### src/design/bit_test_skip_pkg.sv
// Functional notes
// - Opcode 1011: skip next when bit clear
// - Clear bit: discard next, run no-op
// - Opcode 1010: skip next when bit set
// - Bank bit zero: use access bank
// - Bank bit one: bank register plus address
// - One cycle; two if skip; three if long
// - Discarded cycles change no state or flags
package bit_test_skip_pkg;

    localparam logic [3:0] OPC_SKIP_CLEAR = 4'hb;
    localparam logic [3:0] OPC_SKIP_SET = 4'ha;
    localparam int OPC_MSB = 15;
    localparam int OPC_LSB = 12;
    localparam int BIT_MSB = 11;
    localparam int BIT_LSB = 9;
    localparam int BANK_SEL_POS = 8;
    localparam int ADDR_MSB = 7;
    localparam int ADDR_LSB = 0;
    // Access bank: low half maps to bank 0, high half to bank 0xf
    localparam logic [7:0] ACCESS_SPLIT = 8'h80;
    localparam logic [3:0] ACCESS_LOW_BANK = 4'h0;
    localparam logic [3:0] ACCESS_HIGH_BANK = 4'hf;
    localparam logic [1:0] PHASE_RESET = 2'h0;
    localparam logic [1:0] NOP_COUNT_RESET = 2'h0;
    localparam logic [1:0] NOP_ONE_WORD = 2'h1;
    localparam logic [1:0] NOP_TWO_WORD = 2'h2;

    typedef enum logic [1:0] {
        PH_Q1 = 2'b00,
        PH_Q2 = 2'b01,
        PH_Q3 = 2'b10,
        PH_Q4 = 2'b11
    } phase_t;

    typedef struct packed {
        logic [15:0] word;
        logic second_word;
        logic valid;
    } instr_t;

    typedef struct packed {
        logic [11:0] addr;
        logic rd;
    } file_req_t;

endpackage

### src/design/skip_phase_counter.sv
`timescale 1ns/1ps
module skip_phase_counter
    import bit_test_skip_pkg::*;
(
    input wire logic clk_i,
    input wire logic rst_i,
    output phase_t phase_o,
    output logic last_o
);
    always_ff @(posedge clk_i or posedge rst_i) begin
        if (rst_i) begin
            phase_o <= PH_Q1;
        end else begin
            phase_o <= phase_t'(phase_o + 2'h1);
        end
    end

    assign last_o = (phase_o == PH_Q4);
endmodule

### src/design/bit_test_skip_execution.sv
`timescale 1ns/1ps
module bit_test_skip_execution
    import bit_test_skip_pkg::*;
(
    // Clock and reset
    input wire logic CLK_SYS_I,
    input wire logic RST_I,
    // Instruction latched at the start of the cycle
    input instr_t INSTR_I,
    input wire logic [3:0] BANK_SELECT_REGISTER_I,
    // File register read data, valid in Q3
    input wire logic [7:0] FILE_DATA_I,
    // File register read port
    output file_req_t FILE_REQ_O,
    // Cycle and result reporting
    output phase_t PHASE_O,
    output logic CYCLE_END_O,
    output logic IS_BIT_TEST_O,
    output logic SKIP_O,
    output logic NOP_CYCLE_O,
    output logic RETIRE_O
);
    ////////////////////////////////////////////////////////////////////
    // Quarter-phase sequencer
    phase_t phase;
    logic last_q;
    logic at_q1;
    logic at_q3;

    skip_phase_counter u_phase (
        .clk_i(CLK_SYS_I),
        .rst_i(RST_I),
        .phase_o(phase),
        .last_o(last_q)
    );

    assign at_q1 = (phase == PH_Q1);
    assign at_q3 = (phase == PH_Q3);

    ////////////////////////////////////////////////////////////////////
    // Operand fields of the presented word
    logic [3:0] opc;
    logic [2:0] bit_sel;
    logic bank_sel;
    logic [7:0] file_addr;
    logic is_clear;
    logic is_set;
    logic in_nop;
    logic decode_hit;
    logic [11:0] nxt_addr;

    assign opc = INSTR_I.word[OPC_MSB:OPC_LSB];
    assign bit_sel = INSTR_I.word[BIT_MSB:BIT_LSB];
    assign bank_sel = INSTR_I.word[BANK_SEL_POS];
    assign file_addr = INSTR_I.word[ADDR_MSB:ADDR_LSB];
    assign is_clear = (opc == OPC_SKIP_CLEAR);
    assign is_set = (opc == OPC_SKIP_SET);

    // A word fetched into a no-op slot is never decoded
    assign decode_hit = INSTR_I.valid && !in_nop
                        && (is_clear || is_set);

    // Access bank splits at the midpoint; with the bank bit set the bank register supplies the upper bits
    always_comb begin
        if (bank_sel) begin
            nxt_addr = {BANK_SELECT_REGISTER_I, file_addr};
        end else if (file_addr < ACCESS_SPLIT) begin
            nxt_addr = {ACCESS_LOW_BANK, file_addr};
        end else begin
            nxt_addr = {ACCESS_HIGH_BANK, file_addr};
        end
    end

    ////////////////////////////////////////////////////////////////////
    // Q1: capture the decoded bit test
    logic bit_test_ff;
    logic nxt_bit_test;
    logic want_set_ff;
    logic nxt_want_set;
    logic [2:0] bit_idx_ff;
    logic [2:0] nxt_bit_idx;

    always_comb begin
        nxt_bit_test = bit_test_ff;
        nxt_want_set = want_set_ff;
        nxt_bit_idx = bit_idx_ff;
        if (at_q1) begin
            nxt_bit_test = decode_hit;
            nxt_want_set = is_set;
            nxt_bit_idx = bit_sel;
        end
    end

    always_ff @(posedge CLK_SYS_I or posedge RST_I) begin
        if (RST_I) begin
            bit_test_ff <= 1'b0;
        end else begin
            bit_test_ff <= nxt_bit_test;
        end
    end

    always_ff @(posedge CLK_SYS_I or posedge RST_I) begin
        if (RST_I) begin
            want_set_ff <= 1'b0;
            bit_idx_ff <= 3'h0;
        end else begin
            want_set_ff <= nxt_want_set;
            bit_idx_ff <= nxt_bit_idx;
        end
    end

    ////////////////////////////////////////////////////////////////////
    // Q2: read request towards the file register port
    file_req_t nxt_req;

    always_comb begin
        nxt_req.rd = at_q1 && decode_hit;
        nxt_req.addr = at_q1 ? nxt_addr : FILE_REQ_O.addr;
    end

    always_ff @(posedge CLK_SYS_I or posedge RST_I) begin
        if (RST_I) begin
            FILE_REQ_O <= '0;
        end else begin
            FILE_REQ_O <= nxt_req;
        end
    end

    ////////////////////////////////////////////////////////////////////
    // Q3: sample the selected bit while the read data stand
    logic bit_val_ff;
    logic nxt_bit_val;

    always_comb begin
        nxt_bit_val = bit_val_ff;
        if (at_q3) begin
            nxt_bit_val = FILE_DATA_I[bit_idx_ff];
        end
    end

    always_ff @(posedge CLK_SYS_I or posedge RST_I) begin
        if (RST_I) begin
            bit_val_ff <= 1'b0;
        end else begin
            bit_val_ff <= nxt_bit_val;
        end
    end

    ////////////////////////////////////////////////////////////////////
    // Q4: skip decision and the count of discarded words
    logic skip_now;
    logic [1:0] nop_cnt_ff;
    logic [1:0] nxt_nop_cnt;

    // Clear test skips on zero, set test on one
    assign skip_now = bit_test_ff && (bit_val_ff == want_set_ff);
    assign in_nop = (nop_cnt_ff != NOP_COUNT_RESET);

    // Length of the following word is only known at Q4, so the
    // count is loaded there rather than at decode
    always_comb begin
        nxt_nop_cnt = nop_cnt_ff;
        if (last_q) begin
            if (skip_now) begin
                if (INSTR_I.second_word) begin
                    nxt_nop_cnt = NOP_TWO_WORD;
                end else begin
                    nxt_nop_cnt = NOP_ONE_WORD;
                end
            end else if (in_nop) begin
                nxt_nop_cnt = nop_cnt_ff - 2'h1;
            end
        end
    end

    always_ff @(posedge CLK_SYS_I or posedge RST_I) begin
        if (RST_I) begin
            nop_cnt_ff <= NOP_COUNT_RESET;
        end else begin
            nop_cnt_ff <= nxt_nop_cnt;
        end
    end

    ////////////////////////////////////////////////////////////////////
    // Status outputs; Q4 writes nothing back and no flag is touched
    logic nxt_skip;
    logic nxt_nop_cycle;
    logic nxt_retire;

    assign nxt_skip = last_q && skip_now;
    assign nxt_nop_cycle = in_nop;
    // Discarded words never retire, so they alter nothing
    assign nxt_retire = last_q && !in_nop;

    always_ff @(posedge CLK_SYS_I or posedge RST_I) begin
        if (RST_I) begin
            PHASE_O <= PH_Q1;
            CYCLE_END_O <= 1'b0;
        end else begin
            PHASE_O <= phase;
            CYCLE_END_O <= last_q;
        end
    end

    always_ff @(posedge CLK_SYS_I or posedge RST_I) begin
        if (RST_I) begin
            IS_BIT_TEST_O <= 1'b0;
            SKIP_O <= 1'b0;
        end else begin
            IS_BIT_TEST_O <= bit_test_ff;
            SKIP_O <= nxt_skip;
        end
    end

    always_ff @(posedge CLK_SYS_I or posedge RST_I) begin
        if (RST_I) begin
            NOP_CYCLE_O <= 1'b0;
            RETIRE_O <= 1'b0;
        end else begin
            NOP_CYCLE_O <= nxt_nop_cycle;
            RETIRE_O <= nxt_retire;
        end
    end
endmodule

### config.mk
export PLATFORM = sky130hd
export DESIGN_NAME = bit_test_skip_execution
export DESIGN_NICKNAME = d
export VERILOG_FILES = /design/src/design/bit_test_skip_pkg.sv /design/src/design/skip_phase_counter.sv /design/src/design/bit_test_skip_execution.sv
export SDC_FILE = /design/constraint.sdc
export NUM_CORES = 1
export LEC_CHECK = 0
export BUFFER_PORTS_ARGS = -buffer_cell sky130_fd_sc_hd__buf_2
export CORE_UTILIZATION = 42
export CTS_CLUSTER_DIAMETER = 80
export DETAILED_ROUTE_END_ITERATION = 12
export MAX_ROUTING_LAYER = met4
export PLACE_DENSITY = 0.81
export SETUP_SLACK_MARGIN = 0.3
export SLEW_MARGIN = 20
export SYNTH_ARGS = -nofsm -noshare
export SYNTH_HDL_FRONTEND = slang
export SYNTH_SLANG_ARGS = --single-unit
export TNS_END_PERCENT = 100
### constraint.sdc
create_clock -name CLK_SYS_I -period 1.34 [get_ports CLK_SYS_I]
set_input_delay 0.201 -clock CLK_SYS_I [delete_from_list [all_inputs] [get_ports CLK_SYS_I]]
set_output_delay 0.201 -clock CLK_SYS_I [all_outputs]
set_load 0.1 [all_outputs]
==> results of run 1 <==
## cell families (layout without fill, tap and decap cells)
family	after synthesis	after routing	share of synthesized area [%]
and+or+nand+nor	13	13	4.97
buffers and inverters	11	92	4.05
adders and majority gates	4	4	4.05
AOI/OAI and AO/OA	14	14	7.09
xor gates and xnor gates	1	1	1.32
DFF	30	30	60.8
muxes	19	19	17.7
## cells in the mapped netlist, drive strengths merged, types with 2 or more instances
cell / number / area, um^2
dfrtp: 30 / 751
mux2: 13 / 146
buf: 2 / 16.3
ha: 4 / 50.1
mux2i: 5 / 50.1
nor2: 7 / 26.3
inv: 8 / 30.0
a21oi: 9 / 45.0
## layout make-up
| type | instances | area share [%] |
|---|---|---|
| Timing Repair Buffer | 76 | 35.1 |
| Sequential cell | 30 | 33.9 |
| Multi-Input combinational cell | 51 | 24.3 |
| Clock buffer | 7 | 2.39 |
| Tap cell | 31 | 1.68 |
| Clock inverter | 1 | 1.30 |
| Inverter | 8 | 1.30 |
## what timing repair did
| action | CTS | global route |
|---|---|---|
| setup buffers | 11 | 9 |
| setup endpoints to repair | 43 | 43 |
| resized for setup | 75 | 38 |
| hold buffers | 1 | 0 |
| hold endpoints to repair | 9 | 0 |
| pin swaps | 8 | 7 |
## metal layers
metal / share of wire [%] / up-vias / GRT usage (%)
met5: 0 / - / -
met4: 4.2 / 0 / 8.36
met3: 6.2 / 16 / 6.74
met2: 54 / 67 / 36.6
met1: 35 / 506 / 22.9
li1: - / 474 / -
## power groups by stage
stage / clock (mW) / combinational (mW) / sequential (mW)
2_1_floorplan: 0 / 0.252 / 1.31
3_3_place_gp: 0 / 0.623 / 1.04
3_5_place_dp: 0 / 0.660 / 1.05
4_1_cts: 0.766 / 0.755 / 1.05
5_1_grt: 0.814 / 0.889 / 1.07
6_report: 0.757 / 0.845 / 1.06
## path summary, 6_finish.rpt
check,from,end,slack [ns],depth (start not counted)
worst max-delay path,want_set_ff,nop_cnt_ff[1],0.006,4
worst min-delay path,INSTR_I[4],FILE_REQ_O[3],0.09,2
worst max register to register,want_set_ff,nop_cnt_ff[1],0.006,4
worst min register to register,u_phase.phase_o[0],PHASE_O[0],0.45,0
max in group asynchronous,RST_I,SKIP_O,0.42,4
min in group asynchronous,RST_I,FILE_REQ_O[2],0.40,3
## through the flow
step                cells  hold WS, ns  total power [mW]  TNS [ns]  utilization [%]
floorplan              92        0.291              1.56         0                -
global placement      175        0.198              1.67         0             58.4
detailed placement    175        0.211              1.71  -0.00771             58.4
CTS                   195       0.0801              2.57         0             74.5
global route          204       0.0826              2.78   -0.0734             82.8
finish                204       0.0891              2.66         0             82.8
## state kept, by name (all words and copies together), names as in the netlist, 2 cells and up
signal and cells:
FILE_REQ_O 13, PHASE_O 2, bit_idx_ff 3, nop_cnt_ff 2, u_phase.phase_o 2
## placed cells by master (no fill, tap or decap), drive strengths merged, types with 4 or more instances in the layout
cell type and instances:
a21oi 9, buf 75, clkbuf 7, dfrtp 30, ha 4, inv 8, mux2 13, mux2i 5
nor2 7
## worst reg2reg max path, delay by kind of cell, from the launching register on
kind | cells | cell delay [ns]
xor+xnor | 1 | 0.23
flops | 1 | 0.42
simple gates | 1 | 0.10
mux | 1 | 0.31
compound gates | 1 | 0.18
==> impl_metrics.py, run 1 <==
metrics = {
    "critical_path": {
        "crit_required_ns": 1.56,
        "arrival_ns": 1.56,
        "worstSetupPathType": "reg -> reg",
        "crit_family": "flip-flops",
        "worst_path_max_delay_cell": "dfrtp_1",
        "cp-start-kind": "flop",
        "slowest_delay_ns": 0.42,
        "crit_path_max_fanout": 3,
        "crit_chain": "xnor2_2 > nand2_2 > mux2_4 > a22o_1",
        "crit_path_end_kind": "flop",
        "crit_buf_inv": 0,
    },
    "synth": {
        "ys.flop_type": "dfrtp_1",
        "synth-seq-cells": 30,
        "synth_warnings": 0,
        "syn_area_um2": 1230,
        "syn_nets": 128,
        "synth.yosys.seq_area_share_pct": 60.8,
        "synth_edf_count": 0,
        "syn_avg_cell_area_um2": 13.4,
        "synth_cell_types": 24,
        "async_flop_share_pct": 100,
        "syn_inst": 92,
    },
    "finish": {
        "area_growth_syn_to_layout_pct": 86.5,
        "multiInputGateArea_um2": 559,
        "fin_nets": 208,
        "diodes": 0,
        "drive_gt1_share_pct": 78.6,
        "seqCellArea_um2": 782,
        "final_cell_area_um2": 2300,
        "nFillCells": 140,
    },
    "detailed_routing": {
        "drtAntennaViolNets": 0,
        "drc": 0,
        "post_drt_wl_per_cell_um": 16.5,
        "num_vias": 1063,
        "first_pass_iters": 4,
        "viasPerCell": 5.21,
        "drt_iter0_drc": 18,
        "finalWirelength_mm": 3.38,
    },
    "grt": {
        "overflow": 0,
        "grt_pass1_wl_mm": 4.85,
        "grt_max_degree": 12,
        "antenna_found_initial": 0,
        "grt_pass1_vias": 1088,
        "grt_usage_pct": 21.3,
    },
    "cts": {
        "cts_htree_levels": 2,
        "clock_latency_ns": 0.34,
        "cts_tree": "built",
        "cts_max_path_buffers": 2,
        "clkSlewWorstSetupHoldPaths_ns": 0.09,
        "cts.sinks": 30,
        "cts_made_buffers": 5,
        "root_buffer": "clkbuf_4",
    },
    "power": {
        "pwr-share-comb_pct": 31.7,
        "pwr-share-seq_pct": 39.8,
        "p_per_area_nw_per_um2": 1160,
        "leakage_nw": 1.09,
        "p_sw_share_pct": 31.9,
        "power.switching_mw": 0.848,
        "max-vdd-ir-drop_mv": 1.54,
        "internal_power_mw": 1.81,
        "power_frac_clock_pct": 28.4,
    },
    "hold_path": {
        "hold_path_class": "in -> reg",
    },
    "timing": {
        "fin_crit_ns": 1.33,
        "final.setup_skew_ns": 0.0137,
        "slew_viol_final": 0,
        "finalCritPeriodShare_pct": 99.6,
        "fmax_ghz": 0.749,
        "finalHoldViolations": 0,
        "setup_viol": 0,
        "layout_setup_ws_ns": 0.00570,
        "rsz0062_at_grt": "true",
        "worst_pin_slew_ns": 0.416,
        "maxSlewHeadroom_pct": 72.3,
    },
    "placement": {
        "portBuffers": 51,
        "dpl.hpwl_mm": 1.94,
        "gp_congestion": 0.724,
        "placed_cell_area_um2": 1630,
        "dp_slack_ns": -0.00771,
    },
    "floorplanning": {
        "design.core.area_um2": 2780,
        "num_rows": 19,
        "io_pins": 52,
        "die-area_um2": 3160,
        "start_util_pct": 44.4,
        "fp.dieW_um": 56.2,
        "dieHeight_um": 56.2,
    },
    "flow_run": {
        "cap_violations": 0,
    },
    "status": {
        "status": "completed",
    },
}
Power figures use the tool's default switching activity.
==> inputs of run 2 (changes only) <==
--- a/config.mk
+++ b/config.mk
@@ -6,11 +6,13 @@
 export NUM_CORES = 1
 export LEC_CHECK = 0
 export BUFFER_PORTS_ARGS = -buffer_cell sky130_fd_sc_hd__buf_2
-export CORE_UTILIZATION = 42
+export CELL_PAD_IN_SITES_DETAIL_PLACEMENT = 0
+export CELL_PAD_IN_SITES_GLOBAL_PLACEMENT = 1
+export CORE_UTILIZATION = 32
 export CTS_CLUSTER_DIAMETER = 80
 export DETAILED_ROUTE_END_ITERATION = 12
 export MAX_ROUTING_LAYER = met4
-export PLACE_DENSITY = 0.81
+export PLACE_DENSITY = 0.83
 export SETUP_SLACK_MARGIN = 0.3
 export SLEW_MARGIN = 20
 export SYNTH_ARGS = -nofsm -noshare
==> run 2 against run 1 <==
Combinational power grew 0.8%. Flip-flop and latch count unchanged. Clock-buffer cell count did not move. Worst hold slack improved by 0.072 ns. Via count is 9.2% lower. Critical path depth did not move. Global-route usage is 6.2 points lower. Utilization shrank 21 points. Clock skew down 0.010 ns. Sequential power barely moved.
==> impl_metrics.py, run 2 (synthesized netlist as in run 1, its figures left out) <==
metrics = {
    "placement": {
        "placed_cell_area_um2": 1650,
        "portBuffers": 51,
        "dpl.hpwl_mm": 1.77,
        "dp_slack_ns": 0.0134,
        "gp_congestion": 0.677,
        "dp_cells": 191,
    },
    "timing": {
        "rsz0062_at_grt": "true",
        "maxSlewHeadroom_pct": 74.2,
        "fin_crit_ns": 1.31,
        "worst_pin_slew_ns": 0.386,
        "setup_viol": 0,
        "layout_setup_ws_ns": 0.0320,
        "finalHoldViolations": 0,
        "final.setup_skew_ns": 0.00350,
        "slew_viol_final": 0,
        "tns_ns": 0,
        "fmax_ghz": 0.765,
        "finalCritPeriodShare_pct": 97.6,
    },
    "hold_path": {
        "hp-start": "INSTR_I[5]",
        "hold_depth": 2,
        "hold_path_class": "in -> reg",
        "min_to": "FILE_REQ_O[4]",
    },
    "finish": {
        "utilization_pct": 61.5,
        "regMostFlops": "FILE_REQ_O",
        "layout_commonest_cell": "buf_2",
        "area_growth_syn_to_layout_pct": 83.6,
        "fin_nets": 198,
        "largest_register_ffs": 13,
        "layout.cells.most_common_list": "buf_2 (31), buf_12 (22), dfrtp_2 (19)",
        "fin_cells": 211,
        "diodes": 0,
        "top_regs": "FILE_REQ_O (13), bit_idx_ff (3)",
        "drive_gt1_share_pct": 77.3,
        "final_cell_area_um2": 2270,
    },
    "cts": {
        "clkSlewWorstSetupHoldPaths_ns": 0.06,
        "cts_max_path_buffers": 2,
        "clock_latency_ns": 0.27,
        "root_buffer": "clkbuf_8",
        "cts_tree": "built",
        "cts_htree_levels": 2,
        "cts_made_buffers": 5,
        "cts.sinks": 30,
    },
    "critical_path": {
        "crit_path_end_kind": "flop",
        "arrival_ns": 1.47,
        "regToRegSetupSlack_ns": 0.03,
        "cp-start-kind": "flop",
        "crit_path_max_fanout": 3,
        "critPathLaunch": "want_set_ff",
        "rr_endpoint": "nop_cnt_ff[1]",
        "rr_worst_depth": 4,
        "crit_required_ns": 1.50,
        "rr_startpoint": "want_set_ff",
        "worstSetupPathType": "reg -> reg",
    },
    "power": {
        "p_per_area_nw_per_um2": 1160,
        "leakage_nw": 1.04,
        "max-vdd-ir-drop_mv": 0.669,
    },
    "grt": {
        "grt_pass1_vias": 978,
        "grt_pass1_wl_mm": 4.44,
        "grt_usage_pct": 15.1,
        "antenna_found_initial": 0,
        "grt_max_degree": 23,
        "overflow": 0,
    },
    "detailed_routing": {
        "finalWirelength_mm": 2.86,
        "first_pass_iters": 4,
        "drtAntennaViolNets": 0,
        "drt_iter0_drc": 17,
        "post_drt_wl_per_cell_um": 13.5,
        "drc": 0,
        "viasPerCell": 4.57,
        "num_vias": 965,
    },
    "floorplanning": {
        "design.core.area_um2": 3690,
        "dieHeight_um": 64.1,
        "die-area_um2": 4110,
        "start_util_pct": 33.5,
        "fp.dieW_um": 64.1,
        "io_pins": 52,
        "num_rows": 22,
    },
    "flow_run": {
        "cap_violations": 0,
    },
    "status": {
        "status": "completed",
    },
}
[run 2: changes by cell type in the layout (fill, tap and decap cells not counted), moves of 2 or more]
cell / previous run / this run
buf_4: 12 / 6
ha_4: 1 / 3
buf_6: 10 / 5
clkbuf_4: 5 / 0
clkbuf_8: 1 / 6
ha_2: 2 / 0
[run 2: area by class of cell]
type,instances,area [um^2]
well taps,48,60.1
clock buffers,7,86.3
fillers,277,1420
flip-flops and latches,30,782
repair buffers,66,722
inverters,8,30.0
multi-input cells,51,582
clock inverters,1,5.00
[run 2: what timing repair did]
action                                 CTS  global route
hold buffers                             1             0
gates cloned                             0             0
gates resized for setup                 73            39
pin swaps                               11             3
setup endpoints to repair               42            43
buffers inserted                         9             2
endpoints found under the hold margin    8             0
[run 2: worst max-delay path, cell delays in order (launching register included)]
cell and delay [ns]:
dfrtp_1 0.40, xnor2_2 0.21, nand2_1 0.11, mux2_4 0.30
a22o_1 0.17
[run 2: worst max-delay path by stage]
stage / endpoint / slack (ns) / cells after the start
finish: nop_cnt_ff[1] / 0.03 / 4
global route: nop_cnt_ff[1] / -0.01 / 4
CTS: nop_cnt_ff[1] / 0.02 / 4
detailed placement: nop_cnt_ff[1] / 0.01 / 4
global placement: nop_cnt_ff[1] / 0.06 / 4
floorplan: nop_cnt_ff[1] / 0.08 / 4
[run 2: metrics by stage]
step	hold WS, ns	total power [mW]
after floorplan	0.291	1.56
after global placement	0.188	1.68
after detailed placement	0.195	1.70
after CTS	0.149	2.55
after global routing	0.140	2.77
final	0.161	2.63
[run 2: power breakdown]
group	internal, mW	switching [mW]	total [mW]
combinational	0.388	0.464	0.852
clock	0.413	0.309	0.722
sequential	0.992	0.0674	1.06
[run 2: layer usage]
metal	track usage, %	vias to the layer above	part of all wire (%)
li1	-	457	-
met1	17.0	471	40
met2	26.9	37	54
met3	5.00	0	5.9
met4	1.67	0	0
met5	-	-	0
==> inputs of run 3 (changes only) <==
--- a/config.mk
+++ b/config.mk
@@ -8,6 +8,7 @@
 export BUFFER_PORTS_ARGS = -buffer_cell sky130_fd_sc_hd__buf_2
 export CELL_PAD_IN_SITES_DETAIL_PLACEMENT = 0
 export CELL_PAD_IN_SITES_GLOBAL_PLACEMENT = 1
+export CORE_MARGIN = 4
 export CORE_UTILIZATION = 32
 export CTS_CLUSTER_DIAMETER = 80
 export DETAILED_ROUTE_END_ITERATION = 12
==> run 3 against run 2 <==
Clock-buffer cell count did not move. Final area is 1.1% lower. Die area increased by 20%. Flip-flop and latch count unchanged. Worst hold slack better by 0.0029 ns. Fmax is 3.3% higher. Clock skew rose by 0.0033 ns. Critical path depth did not move. Power increased by 6.8%. Register-to-register slack improved by 0.04 ns. Highest routed layer is now met4. Global-route usage down 3.1 points. Utilization shrank 0.68 points.
==> impl_metrics.py, run 3 (synthesized netlist as in run 1, its figures left out) <==
metrics = {
    "floorplanning": {
        "die-area_um2": 4920,
        "num_rows": 22,
        "start_util_pct": 33.5,
        "fp.dieW_um": 70.1,
        "dieHeight_um": 70.1,
        "io_pins": 52,
        "design.core.area_um2": 3690,
    },
    "finish": {
        "nFillCells": 291,
        "top_regs": "FILE_REQ_O (13), bit_idx_ff (3)",
        "layout_commonest_cell": "buf_2",
        "drive_gt1_share_pct": 78.2,
        "largest_register_ffs": 13,
        "area_growth_syn_to_layout_pct": 81.6,
        "diodes": 0,
        "layout.cells.most_common_list": "buf_2 (31), dfrtp_2 (19), buf_12 (15)",
        "utilization_pct": 60.8,
        "final_cell_area_um2": 2240,
        "regMostFlops": "FILE_REQ_O",
        "fin_nets": 200,
    },
    "cts": {
        "clkSlewWorstSetupHoldPaths_ns": 0.06,
        "cts_tree": "built",
        "cts_htree_levels": 2,
        "cts_max_path_buffers": 2,
        "cts_made_buffers": 5,
        "root_buffer": "clkbuf_8",
        "cts.sinks": 30,
        "clock_latency_ns": 0.27,
    },
    "flow_run": {
        "cap_violations": 0,
    },
    "critical_path": {
        "crit_path_max_fanout": 2,
        "crit_path_end_kind": "flop",
        "rr_worst_depth": 4,
        "regToRegSetupSlack_ns": 0.07,
        "worstSetupPathType": "reg -> reg",
        "crit_required_ns": 1.50,
        "arrival_ns": 1.43,
        "cp-start-kind": "flop",
    },
    "placement": {
        "dp_slack_ns": 0.0155,
        "placed_cell_area_um2": 1650,
        "gp_congestion": 0.754,
        "dpl.hpwl_mm": 1.86,
        "portBuffers": 51,
    },
    "detailed_routing": {
        "finalWirelength_mm": 2.90,
        "first_pass_iters": 3,
        "drc": 0,
        "drtAntennaViolNets": 0,
        "drt_iter0_drc": 49,
        "num_vias": 962,
        "post_drt_wl_per_cell_um": 13.6,
        "viasPerCell": 4.52,
    },
    "hold_path": {
        "hold_depth": 2,
        "hold_path_class": "in -> reg",
    },
    "grt": {
        "grt_pass1_wl_mm": 4.57,
        "grt_max_degree": 31,
        "antenna_found_initial": 0,
        "grt_pass1_vias": 1034,
        "grt_usage_pct": 12.0,
        "overflow": 0,
    },
    "timing": {
        "finalHoldViolations": 0,
        "maxSlewHeadroom_pct": 75.3,
        "finalCritPeriodShare_pct": 94.5,
        "rsz0062_at_grt": "true",
        "fmax_ghz": 0.790,
        "fin_crit_ns": 1.27,
        "tns_ns": 0,
        "worst_pin_slew_ns": 0.371,
        "final.setup_skew_ns": 0.00681,
        "setup_viol": 0,
        "layout_setup_ws_ns": 0.0740,
        "slew_viol_final": 0,
    },
    "power": {
        "max-vdd-ir-drop_mv": 0.789,
        "leakage_nw": 1.04,
        "p_per_area_nw_per_um2": 1250,
    },
    "status": {
        "status": "completed",
    },
}
## run 3: cell count changes in the layout (fill, tap and decap cells not counted), sizes merged
cell    delta
bufinv     +1
buf        +2
clkinv     -1
## run 3: timing repair
item                                    4_1_cts  5_1_grt
resized for setup                            65       30
setup buffers                                 8        5
hold buffers                                  1        0
pin swaps                                     8        5
endpoints found under the setup margin       43       42
hold endpoints to repair                     25        0
## run 3: area by class of cell
cell class                      count  area [um^2]  share of cell area (%)
Clock inverter                      1         30.0                    1.34
Clock buffer                        7         86.3                    3.85
Timing Repair Buffer               68          679                    30.3
Tap cell                           48         60.1                    2.68
Multi-Input combinational cell     51          574                    25.6
Sequential cell                    30          782                    34.9
Inverter                            8         30.0                    1.34
## run 3: layer usage
metal  part of all wire, %  vias to the layer above  track usage, %
met1                    41                      462            14.5
met2                    51                       41            19.3
met5                     0                        -               -
li1                      -                      455               -
met4                   1.0                        0            3.83
met3                   7.2                        4            3.45
## run 3: stage by stage
stage	hold slack (ns)	instances	total power, mW
global route	0.150	213	2.95
floorplan	0.291	92	1.56
detailed placement	0.289	191	1.71
CTS	0.156	208	2.77
finish	0.164	213	2.81
global placement	0.285	191	1.68
## run 3: power by group
group	total [mW]	internal [mW]	switching [mW]
clock	0.912	0.605	0.307
combinational	0.842	0.371	0.470
sequential	1.06	0.992	0.0657
total	2.81	1.97	0.843
## run 3: worst paths after layout
path | end | startpoint
worst max register to register | nop_cnt_ff[1] | want_set_ff
worst min register to register | PHASE_O[0] | u_phase.phase_o[0]
max in group asynchronous | FILE_REQ_O[7] | RST_I
min in group asynchronous | FILE_REQ_O[8] | RST_I
worst min-delay path | FILE_REQ_O[5] | INSTR_I[6]
worst max-delay path | nop_cnt_ff[1] | want_set_ff
## run 3: worst max-delay path, cell delays in order, from the launching register on
cell,delay [ns]
dfrtp_1,0.40
xnor2_2,0.20
nand2_2,0.09
mux2_4,0.30
a22o_1,0.17
